$ cat config.mk
export PLATFORM = sky130hd
export DESIGN_NAME = system_clock_standby_control
export DESIGN_NICKNAME = d
export VERILOG_FILES = /design/src/clk_standby_pkg.sv /design/src/timing_generator.sv /design/src/system_clock_standby_control.sv
export SDC_FILE = /design/constraint.sdc
export NUM_CORES = 1
export LEC_CHECK = 0
export BUFFER_PORTS_ARGS = -buffer_cell sky130_fd_sc_hd__buf_2
export CORE_UTILIZATION = 25
export CTS_CLUSTER_DIAMETER = 60
export CTS_CLUSTER_SIZE = 20
export DETAILED_ROUTE_END_ITERATION = 10
export PLACE_DENSITY = 0.51
export REMOVE_ABC_BUFFERS = 1
export SYNTH_ARGS = -nofsm -noshare
export SYNTH_HDL_FRONTEND = slang
export SYNTH_HIERARCHICAL = 1
export SYNTH_SLANG_ARGS = --single-unit
$ cat constraint.sdc
create_clock -name clk -period 2.6 [get_ports clk]
set_input_delay 0.13 -clock clk [delete_from_list [all_inputs] [get_ports clk]]
set_output_delay 0.13 -clock clk [all_outputs]
set_load 0.02 [all_outputs]
$ cat src/clk_standby_pkg.sv
// constants and types for the system clock and standby control block
// Function
// - one fundamental clock from the high-frequency oscillator feeds everything.
// - timing generator makes time base, watchdog and timer counter source clocks.
// - three-stage prescaler, twenty-one-stage divider chain, machine cycle counter.
// - reset clears all prescaler and divider stages to zero.
// - single clock mode: machine cycle lasts four fundamental clock periods.
// - only the high-frequency oscillator is used in single clock mode.
// - standby control starts/stops oscillator from control reg two; main clock select is fixed high.
// - after reset the device is in NORMAL mode.
// - IDLE stops CPU and watchdog clocks; peripherals keep running.
// - IDLE entered only by software writing the idle request.
// - peripheral or external interrupt request returns IDLE to NORMAL.
// - wake with interrupt enable at 1: service the interrupt first.
// - wake with interrupt enable at 0: resume at next instruction, no service.
package clk_standby_pkg;
    localparam int PRESCALE_STAGES = 3;
    localparam int DIVIDER_STAGES = 21;
    localparam int MCYC_PERIODS = 4;
    localparam logic [1:0] MCYC_LAST = 2'h3;
    localparam logic [PRESCALE_STAGES-1:0] PRESCALE_RESET = 3'h0;
    localparam logic [DIVIDER_STAGES-1:0] DIVIDER_RESET = 21'h000000;
    localparam logic [1:0] MCYC_RESET = 2'h0;
    // control register two layout
    localparam int SCR2_OSC_EN_BIT = 7;
    localparam int SCR2_IDLE_BIT = 4;
    localparam logic [7:0] SCR2_RESET = 8'h80;
    localparam logic [7:0] SCR2_WRITE_MASK = 8'h90;
    // divider taps for the derived source clocks
    localparam int TBT_TAP = 20;
    localparam int WDT_TAP = 12;
    localparam int TC_TAP = 4;

    typedef enum logic [0:0]
    {
        MODE_NORMAL = 1'b0,
        MODE_IDLE = 1'b1
    } standby_mode_t;
endpackage

$ cat src/timing_generator.sv
// prescaler, divider chain and machine cycle counter
`timescale 1ns/1ps
module timing_generator
#(
    parameter int PRE_W = 3,
    parameter int DIV_W = 21
)
(
    input wire logic clk,
    input wire logic rstn,
    input wire logic run,
    input wire logic cpu_run,
    output logic [PRE_W-1:0] prescale_q,
    output logic [DIV_W-1:0] divider_q,
    output logic mcyc_strobe
);
    import clk_standby_pkg::*;

    logic [1:0] mcyc_r;
    logic pre_wrap;

    assign pre_wrap = &prescale_q;

    // ------------------------------------------------------------
    // prescaler feeding divider
    // ------------------------------------------------------------
    always_ff @(posedge clk)
    begin
        if (!rstn)
            prescale_q <= PRESCALE_RESET;
        else if (run)
            prescale_q <= prescale_q + 1'b1;
    end

    always_ff @(posedge clk)
    begin
        if (!rstn)
            divider_q <= DIVIDER_RESET;
        else if (run && pre_wrap)
            divider_q <= divider_q + 1'b1;
    end

    // ------------------------------------------------------------
    // machine cycle counter
    // ------------------------------------------------------------
    // held while the core sleeps so a cycle resumes from its held count on wake
    always_ff @(posedge clk)
    begin
        if (!rstn)
            mcyc_r <= MCYC_RESET;
        else if (run && cpu_run)
            mcyc_r <= mcyc_r + 1'b1;
    end

    always_ff @(posedge clk)
    begin
        if (!rstn)
            mcyc_strobe <= 1'b0;
        else
            mcyc_strobe <= run && cpu_run && (mcyc_r == MCYC_LAST);
    end
endmodule

$ cat src/system_clock_standby_control.sv
// system clock and standby controller top
`timescale 1ns/1ps
module system_clock_standby_control
(
    input wire logic clk,
    input wire logic rstn,
    input wire logic scr2_wr,
    input wire logic [7:0] scr2_wdata,
    output logic [7:0] scr2_rdata,
    input wire logic periph_irq,
    input wire logic ext_irq_pin,
    input wire logic master_interrupt_enable_flag,
    output logic osc_enable,
    output logic main_clk_sel_high,
    output logic cpu_clk_en,
    output logic wdt_clk_en,
    output logic periph_clk_en,
    output logic mcyc_strobe,
    output logic tbt_src,
    output logic wdt_src,
    output logic tc_src,
    output logic wake_pulse,
    output logic wake_service_irq,
    output logic wake_resume_next,
    output clk_standby_pkg::standby_mode_t mode
);
    import clk_standby_pkg::*;

    logic [7:0] scr2_r;
    logic ext_s1_r;
    logic ext_s2_r;
    logic wake_req;
    logic [PRESCALE_STAGES-1:0] pre_q;
    logic [DIVIDER_STAGES-1:0] div_q;
    standby_mode_t mode_nxt;

    // ------------------------------------------------------------
    // external interrupt synchroniser
    // ------------------------------------------------------------
    always_ff @(posedge clk)
    begin
        if (!rstn)
        begin
            ext_s1_r <= 1'b0;
            ext_s2_r <= 1'b0;
        end
        else
        begin
            ext_s1_r <= ext_irq_pin;
            ext_s2_r <= ext_s1_r;
        end
    end

    assign wake_req = periph_irq | ext_s2_r;

    // ------------------------------------------------------------
    // control register two
    // ------------------------------------------------------------
    // wake beats a same-cycle idle write so no interrupt is lost
    always_ff @(posedge clk)
    begin
        if (!rstn)
            scr2_r <= SCR2_RESET;
        else if (mode == MODE_IDLE && wake_req)
            scr2_r[SCR2_IDLE_BIT] <= 1'b0;
        else if (scr2_wr)
            scr2_r <= (scr2_wdata & SCR2_WRITE_MASK) | (scr2_r & ~SCR2_WRITE_MASK);
    end

    assign scr2_rdata = scr2_r;

    // ------------------------------------------------------------
    // standby state machine
    // ------------------------------------------------------------
    always_comb
    begin
        mode_nxt = mode;
        case (mode)
            MODE_NORMAL:
            begin
                if (scr2_wr && scr2_wdata[SCR2_IDLE_BIT])
                    mode_nxt = MODE_IDLE;
            end
            MODE_IDLE:
            begin
                if (wake_req)
                    mode_nxt = MODE_NORMAL;
            end
            default:
                mode_nxt = MODE_NORMAL;
        endcase
    end

    always_ff @(posedge clk)
    begin
        if (!rstn)
            mode <= MODE_NORMAL;
        else
            mode <= mode_nxt;
    end

    // ------------------------------------------------------------
    // wake outcome toward the core
    // ------------------------------------------------------------
    always_ff @(posedge clk)
    begin
        if (!rstn)
        begin
            wake_pulse <= 1'b0;
            wake_service_irq <= 1'b0;
            wake_resume_next <= 1'b0;
        end
        else
        begin
            wake_pulse <= mode == MODE_IDLE && wake_req;
            wake_service_irq <= mode == MODE_IDLE && wake_req && master_interrupt_enable_flag;
            wake_resume_next <= mode == MODE_IDLE && wake_req && !master_interrupt_enable_flag;
        end
    end

    // ------------------------------------------------------------
    // clock gating
    // ------------------------------------------------------------
    // only the high-frequency source exists, so select is fixed high
    assign osc_enable = scr2_r[SCR2_OSC_EN_BIT];
    assign main_clk_sel_high = 1'b1;
    assign cpu_clk_en = osc_enable && mode == MODE_NORMAL;
    assign wdt_clk_en = osc_enable && mode == MODE_NORMAL;
    assign periph_clk_en = osc_enable;

    // ------------------------------------------------------------
    // timing generator
    // ------------------------------------------------------------
    timing_generator
    #(
        .PRE_W(PRESCALE_STAGES),
        .DIV_W(DIVIDER_STAGES)
    )
    u_tg
    (
        .clk(clk),
        .rstn(rstn),
        .run(osc_enable),
        .cpu_run(cpu_clk_en),
        .prescale_q(pre_q),
        .divider_q(div_q),
        .mcyc_strobe(mcyc_strobe)
    );

    // tbt_src and tc_src come straight from registered divider stages; wdt_src is a stage ANDed with wdt_clk_en
    assign tbt_src = div_q[TBT_TAP];
    assign wdt_src = div_q[WDT_TAP] & wdt_clk_en;
    assign tc_src = div_q[TC_TAP];
endmodule

==> results.json, run 1 <==
{
  "netlist_instances": 178,
  "ir_drop_v": 0.0002416,
  "antenna_found_initial": 0,
  "nFillCells": 676,
  "ys.flop_type": "dfxtp_1",
  "p_per_area_nw_per_um2": 604.1,
  "drt_iter0_drc": 28,
  "drt_pass1_iterations": 2,
  "drive_gt1_share_pct": 18.78,
  "wl_per_cell_um": 9.577,
  "yosysWarnings": 6,
  "globalplace.congestion": 0.6704,
  "pre_cts_ws_ps": 587.3,
  "design_area_um2": 1859,
  "drc": 0,
  "path_class": "flip-flop to flip-flop",
  "p_leak_nw": 0.7333,
  "rsz0062_at_grt": "no",
  "regArea_um2": 700.7,
  "synth_edf_count": 0,
  "clk_latency_ps": 280,
  "synth.distinct_cells": 35,
  "multi_input_area_um2": 817.0,
  "grt_pass1_vias": 991,
  "outcome": "finished, final reports clean",
  "grt_pass1_wl_um": 4395,
  "ys_ff_latch": 35,
  "min_path_cells": 2,
  "fin_skew_ps": 5.243,
  "startpoint_type": "flip-flop",
  "routed-via-count": 1145,
  "arrival_ps": 2250,
  "slew_headroom_pct": 63.09,
  "cts_root_buffer": "clkbuf_8",
  "setup_ws_ps": 560.8,
  "max_freq_ghz": 0.4904,
  "async_flop_share_pct": 0,
  "die_x_um": 82.76,
  "drt_wl_total_um": 2624,
  "finalSetupViolations": 0,
  "grt_start_max_net_pins": 38,
  "rows": 29,
  "clk_pin_slew_ps": 70,
  "io_buffers": 21,
  "io_pins": 35,
  "hpwl_um": 1847,
  "setup_tns_ps": 0,
  "nets": 215,
  "avgSynthCellArea_um2": 9.159,
  "hold_viol_final": 0,
  "worst_pin_slew_ps": 553.7,
  "core_area_um2": 6314,
  "cts_setup_buffers": 0,
  "initial_core_util_pct": 25.82,
  "die_h_um": 82.76,
  "clockBufferDepth": 2,
  "post_cts_resized": 0,
  "antenna_left": 0,
  "cts_tree": "yes",
  "crit_fanout": 9,
  "diodes": 0,
  "clock_sinks": 35,
  "drv_slew": 0,
  "hold_class": "primary input to flip-flop",
  "routed_via_density": 4.179,
  "cts_hold_buf": 0,
  "cp.required_ps": 2810,
  "die_area_um2": 6848,
  "grt_usage_pct": 8.651,
  "synthToLayoutAreaGrowth_pct": 14.04,
  "finalCritPeriodShare_pct": 78.43,
  "synth.cell_area_um2": 1630,
  "overflow": 0,
  "most-common-layout-cells": "35 x dfxtp_1, 21 x buf_2, 16 x nand2_1",
  "synth-seq-area-share_pct": 42.98,
  "fin_crit_ps": 2039,
  "layout_commonest_cell": "dfxtp_1",
  "end_kind": "flip-flop",
  "place_area_um2": 1757,
  "r2r_cells": 6,
  "cts_max_level": 2,
  "maxCapViolCount": 0,
  "cts_buffers": 5
}
area by class of cell:
| class | instances | area share [%] |
|---|---|---|
| multi-input cells | 126 | 43.94 |
| flip-flops and latches | 35 | 37.69 |
| repair buffers | 23 | 6.460 |
| well taps | 77 | 5.182 |
| clock buffers | 6 | 3.903 |
| clock inverters | 1 | 1.615 |
| inverters | 6 | 1.211 |
logic make-up after synthesis:
family / Yosys count / synth area share, %
flip-flops: 35 / 42.98
buffers and inverters: 22 / 8.058
XOR/XNOR: 11 / 5.909
AND/OR/NAND/NOR: 77 / 27.55
multiplexers: 7 / 4.298
adder cells (fa/ha/maj): 4 / 3.070
AO/OA/AOI/OAI: 20 / 7.674
other: 2 / 0.4606
metrics by stage:
| stage | hold slack, ps | utilization, % | std cells | total power (W) |
|---|---|---|---|---|
| 2_1_floorplan | 194.3 | - | 167 | 0.0006412 |
| 3_3_place_gp | 324.6 | 27.82 | 267 | 0.0006733 |
| 3_5_place_dp | 330.1 | 27.82 | 267 | 0.0006750 |
| 4_1_cts | 26.91 | 29.45 | 274 | 0.001142 |
| 5_1_grt | 35.58 | 29.45 | 274 | 0.001176 |
| 6_report | 35.46 | 29.45 | 274 | 0.001123 |
flip-flops by register name (all words and copies together) (netlist names):
signal / count
u_tg/prescale_q: 3
wake_service_irq: 1
u_tg/mcyc_r: 2
u_tg/divider_q: 21
ext_s2_r: 1
ext_s1_r: 1
wake_resume_next: 1
u_tg/mcyc_strobe: 1
wake_pulse: 1
scr2_rdata: 2
mode: 1
report_power, final:
part            total, W  leakage (nW)  switching [W]  internal (W)
Clock           0.000461        0.0513       0.000180      0.000281
Combinational  0.0000959         0.398      0.0000567     0.0000393
Sequential      0.000566         0.284      0.0000123      0.000554
worst max-delay path, stage by stage, from the launching register on:
cell	delay, ps
dfxtp_1	350
ha_1	160
ha_1	220
nand3_1	150
or4_4	570
or3_1	370
a21boi_1	130
path summary, 6_finish.rpt:
| check | start | endpoint | slack, ps |
|---|---|---|---|
| setup / recovery | u_tg/prescale_q[0] | u_tg/divider_q[16] | 560 |
| hold / removal | master_interrupt_enable_flag | wake_resume_next | 40 |
| setup reg to reg | u_tg/prescale_q[0] | u_tg/divider_q[16] | 560 |
| hold reg to reg | ext_s1_r | ext_s2_r | 440 |
cell usage after synthesis, types with 2 or more instances:
master / instances / share of area [%]
dfxtp_1: 35 / 43
nand2_1: 16 / 3.7
and2_1: 13 / 5.0
buf_4: 11 / 5.1
nand3_1: 9 / 2.8
o21ai_0: 9 / 2.8
mux2i_1: 7 / 4.3
nor3_1: 7 / 2.1
xnor2_1: 7 / 3.8
a21boi_1: 6 / 2.8
inv_1: 6 / 1.4
or3_1: 6 / 2.3
clkbuf_1: 4 / 0.92
ha_1: 4 / 3.1
nand4_1: 4 / 1.5
nor2_1: 4 / 0.92
xor2_1: 4 / 2.1
a21boi_0: 3 / 1.4
nand2b_1: 3 / 1.2
nor2b_1: 3 / 1.2
and2b_2: 2 / 1.1
conb_1: 2 / 0.46
routing by layer:
layer	track usage, %	wire, µm
met2	13.20	1112
met3	2.967	113
met5	0	0
met1	10.83	1347
met4	4.138	51
No activity file was read; power rests on OpenSTA's default activity.
==> run 2, diff against run 1 <==
--- a/config.mk
+++ b/config.mk
@@ -10,7 +10,7 @@
 export CTS_CLUSTER_DIAMETER = 60
 export CTS_CLUSTER_SIZE = 20
 export DETAILED_ROUTE_END_ITERATION = 10
-export PLACE_DENSITY = 0.51
+export PLACE_DENSITY = 0.52
 export REMOVE_ABC_BUFFERS = 1
 export SYNTH_ARGS = -nofsm -noshare
 export SYNTH_HDL_FRONTEND = slang
==> constraint.sdc (replaced) <==
create_clock -name clk -period 1.75 [get_ports clk]
set_input_delay 0.0875 -clock clk [delete_from_list [all_inputs] [get_ports clk]]
set_output_delay 0.0875 -clock clk [all_outputs]
set_load 0.02 [all_outputs]
==> results.json, run 2 (synthesis gave the netlist of run 1 again) <==
{
  "grt_use_met1_pct": 11.33,
  "cp.required_ps": 1980,
  "antenna_left": 0,
  "largest-register": "u_tg/divider_q",
  "grt_pass1_vias": 1118,
  "outcome": "complete, but fails checks",
  "violations": "setup timing",
  "cts_tree": "yes",
  "cts_buffers": 5,
  "rsz0062_at_grt": "yes",
  "setup_ws_ps": -49.38,
  "regArea_um2": 703.2,
  "reg2reg_slack_ps": -50,
  "drt_pass1_iterations": 4,
  "grt_pass1_wl_um": 4933,
  "multi_input_area_um2": 854.6,
  "clk_latency_ps": 290,
  "design_area_um2": 2049,
  "r2r_start": "u_tg/prescale_q[0]",
  "clockBufferDepth": 2,
  "grt_start_max_net_pins": 24,
  "clk_pin_slew_ps": 70,
  "synthToLayoutAreaGrowth_pct": 25.71,
  "drt_wl_total_um": 2883,
  "io_pins": 35,
  "place_area_um2": 1847,
  "worstSetupStartpoint": "u_tg/prescale_q[0]",
  "finalSetupViolations": 5,
  "arrival_ps": 2030,
  "clock_sinks": 35,
  "die_area_um2": 6848,
  "overflow": 0,
  "use_met2_pct": 15.98,
  "nets": 233,
  "die_x_um": 82.76,
  "cts_max_level": 2,
  "grt_busiest_layer": "met2",
  "ir_drop_v": 0.0004841,
  "met3_usage_pct": 3.956,
  "drv_slew": 0,
  "maxCapViolCount": 0,
  "r2r_cells": 6,
  "drt_iter0_drc": 90,
  "core_area_um2": 6314,
  "startpoint_type": "flip-flop",
  "path_class": "flip-flop to flip-flop",
  "crit_end": "u_tg/divider_q[11]",
  "r2r-end": "u_tg/divider_q[11]",
  "wl_per_cell_um": 9.840,
  "drc": 0,
  "die_h_um": 82.76,
  "grt_usage_pct": 9.749,
  "hpwl_um": 2001,
  "fin_crit_ps": 1799,
  "hold_class": "primary input to flip-flop",
  "most-common-layout-cells": "33 x dfxtp_1, 21 x buf_2, 18 x buf_4",
  "p_leak_nw": 0.8286,
  "max_freq_ghz": 0.5557,
  "io_buffers": 21,
  "fin_skew_ps": 8.025,
  "largest_register_ffs": 21,
  "diodes": 0,
  "rows": 29,
  "drive_gt1_share_pct": 28.70,
  "finalCritPeriodShare_pct": 102.8,
  "crit_fanout": 8,
  "end_kind": "flip-flop",
  "p_per_area_nw_per_um2": 843.1,
  "antenna_found_initial": 0,
  "nFillCells": 701,
  "layout_commonest_cell": "dfxtp_1",
  "routed_via_density": 4.283,
  "top_regs": "u_tg/divider_q x21, u_tg/prescale_q x3",
  "initial_core_util_pct": 25.82,
  "hp-start": "scr2_wdata[7]",
  "routed-via-count": 1255,
  "cts_root_buffer": "clkbuf_8",
  "globalplace.congestion": 0.6901,
  "pre_cts_ws_ps": -163.3,
  "hold_viol_final": 0
}
[run 2: timing repair]
item                                    in CTS  in global routing
pin swaps                                    6                  5
gates cloned                                 0                  0
resized for setup                            7                  3
endpoints found under the setup margin      10                 12
hold buffers                                 2                  0
buffers inserted                             3                  1
hold endpoints to repair                     2                  0
[run 2: per-layer routing]
layer  wire length (µm)  share of wire, %
met3                131               4.5
met1               1345                47
met5                  0                 0
met2               1363                47
met4                 43               1.5
[run 2: per-stage QoR]
step | hold WS (ps) | utilization, % | setup TNS (ps) | std cells | power, W
finish | 34.19 | 32.46 | -86.53 | 293 | 0.001728
floorplan | 151.8 | - | -5100 | 167 | 0.0009526
CTS | 23.65 | 32.20 | -73.89 | 292 | 0.001756
detailed placement | 282.4 | 29.25 | -1309 | 279 | 0.001010
global route | 48.31 | 32.46 | -1136 | 293 | 0.001821
global placement | 281.6 | 29.25 | -882.1 | 279 | 0.001009
[run 2: how the worst min path moves through the flow]
stage                  endpoint  slack [ps]  depth (start not counted)
6_report          scr2_rdata[7]          30                          3
5_1_grt                    mode          50                          3
4_1_cts           scr2_rdata[7]          20                          3
3_5_place_dp   wake_resume_next         280                          2
3_3_place_gp   wake_resume_next         280                          2
2_1_floorplan  wake_resume_next         150                          1
[run 2: power by group]
| group | total (W) | internal [W] | switching [W] |
|---|---|---|---|
| Clock | 0.000723 | 0.000424 | 0.000299 |
| Combinational | 0.000161 | 0.0000708 | 0.0000903 |
| Sequential | 0.000843 | 0.000824 | 0.0000194 |
[run 2: final cells by class]
class	count	share of cell area (%)
Multi-Input combinational cell	126	41.70
Sequential cell	35	34.31
Timing Repair Buffer	41	12.70
Tap cell	77	4.701
Clock buffer	5	3.358
Clock inverter	3	2.137
Inverter	6	1.099
[run 2: critical path: stages (launching register included)]
cell and delay, ps:
dfxtp_2 360, ha_4 140, ha_4 130, nand4_1 120, or4_4 480, or3_4 410
a21boi_2 110
==> run 3, diff against run 2 <==
==> constraint.sdc (replaced) <==
create_clock -name clk -period 1.5 [get_ports clk]
set_input_delay 0.075 -clock clk [delete_from_list [all_inputs] [get_ports clk]]
set_output_delay 0.075 -clock clk [all_outputs]
set_load 0.02 [all_outputs]
==> results.json, run 3 (synthesis gave the netlist of run 1 again) <==
{
  "drc": 0,
  "finalCritPeriodShare_pct": 117.6,
  "io_pins": 35,
  "cp_cell_sequence": "nand4_1 > buf_4 > or4_4 > or3_1 > a21boi_1",
  "initial_core_util_pct": 25.82,
  "clockBufferDepth": 2,
  "grt_pass1_vias": 1136,
  "cp.required_ps": 1720,
  "drive_gt1_share_pct": 33.94,
  "core_area_um2": 6314,
  "setup_ws_ps": -264.7,
  "antenna_found_initial": 0,
  "io_buffers": 21,
  "cts_root_buffer": "clkbuf_8",
  "clk_pin_slew_ps": 70,
  "finalSetupViolations": 11,
  "outcome": "complete, but fails checks",
  "routed-via-count": 1271,
  "ir_drop_v": 0.0005460,
  "die_area_um2": 6848,
  "grt_usage_pct": 9.439,
  "max_freq_ghz": 0.5667,
  "hold_viol_final": 0,
  "place_area_um2": 1869,
  "hpwl_um": 2021,
  "synthToLayoutAreaGrowth_pct": 33.46,
  "maxCapViolCount": 0,
  "layout_commonest_cell": "dfxtp_1",
  "globalplace.congestion": 0.7007,
  "p_per_area_nw_per_um2": 1002,
  "antenna_left": 0,
  "cts_max_level": 2,
  "overflow": 0,
  "utilization_pct": 34.46,
  "largest_register_ffs": 21,
  "die_h_um": 82.76,
  "fin_crit_ps": 1765,
  "grt_start_max_net_pins": 26,
  "largest-register": "u_tg/divider_q",
  "design_area_um2": 2176,
  "slowest_stage": "or4_4",
  "drv_slew": 0,
  "nFillCells": 672,
  "fin_skew_ps": 4.908,
  "path_class": "flip-flop to flip-flop",
  "end_kind": "flip-flop",
  "arrival_ps": 1990,
  "timing.hold.ws_ps": 26.30,
  "cts_tree": "yes",
  "p_leak_nw": 0.8913,
  "crit_fanout": 7,
  "clock_sinks": 35,
  "drt_wl_total_um": 2997,
  "startpoint_type": "flip-flop",
  "rsz0062_at_grt": "yes",
  "crit_buf_inv": 1,
  "cp_top_family": "simple AND/OR/NAND/NOR gates",
  "grt_pass1_wl_um": 4850,
  "violations": "setup timing",
  "die_x_um": 82.76,
  "hold_class": "primary input to flip-flop",
  "diodes": 0,
  "drt_pass1_iterations": 4,
  "clk_latency_ps": 280,
  "top_regs": "u_tg/divider_q x21, u_tg/prescale_q x3",
  "most-common-layout-cells": "32 x dfxtp_1, 21 x buf_2, 21 x buf_4",
  "rows": 29,
  "cts_buffers": 5,
  "routed_via_density": 4.265,
  "drt_iter0_drc": 72,
  "nets": 238,
  "wl_per_cell_um": 10.06,
  "pre_cts_ws_ps": -414.4,
  "max_stage_delay_ps": 520
}
run 3: changes by cell type in the layout (fill, tap and decap cells not counted), sizes merged:
cell,delta
buf,+5
clkinv,-2
bufinv,+1
clkinvlp,+1
run 3: timing repair:
item	4_1_cts	5_1_grt
pin swaps	6	8
hold endpoints to repair	2	0
resized for setup	11	13
buffers inserted	3	3
hold buffers	2	0
endpoints found under the setup margin	13	17
run 3: area by class of cell:
| cell class | instances | area (µm²) | share of cell area, % |
|---|---|---|---|
| Timing Repair Buffer | 46 | 305.3 | 14.03 |
| Inverter | 6 | 22.52 | 1.035 |
| Multi-Input combinational cell | 126 | 910.9 | 41.86 |
| Clock inverter | 3 | 67.56 | 3.105 |
| Sequential cell | 35 | 704.4 | 32.37 |
| Tap cell | 77 | 96.34 | 4.428 |
| Clock buffer | 5 | 68.82 | 3.163 |
run 3: through the flow:
stage          power, W  setup TNS, ps  std cells
2_1_floorplan  0.001111          -9994        167
5_1_grt        0.002285          -3563        298
4_1_cts        0.002216          -2553        295
6_report       0.002180          -2387        298
3_5_place_dp   0.001179          -4094        282
3_3_place_gp   0.001177          -3610        282
run 3: final timing paths:
check,end,slack [ps],cells past startpoint,from
max,u_tg/divider_q[14],-260,5,u_tg/divider_q[8]
min,scr2_rdata[7],30,3,scr2_wdata[7]
max reg2reg,u_tg/divider_q[14],-260,5,u_tg/divider_q[8]
min reg2reg,ext_s2_r,430,1,ext_s1_r
run 3: per-layer routing:
layer,vias to the layer above,track usage [%],wire length [µm]
li1,666,-,-
met3,2,3.297,115
met1,581,11.38,1436
met2,22,15.57,1431
met5,-,0,0
met4,0,3.103,13
run 3: report_power, final:
group / switching [W] / internal [W]
Sequential: 0.0000227 / 0.000962
Combinational: 0.000106 / 0.0000833
Clock: 0.000343 / 0.000663
Total: 0.000472 / 0.00171
run 3: worst reg2reg max path: stages, from the launching register on:
cell	delay (ps)
dfxtp_1	350
nand4_1	160
buf_4	180
or4_4	520
or3_1	370
a21boi_1	130
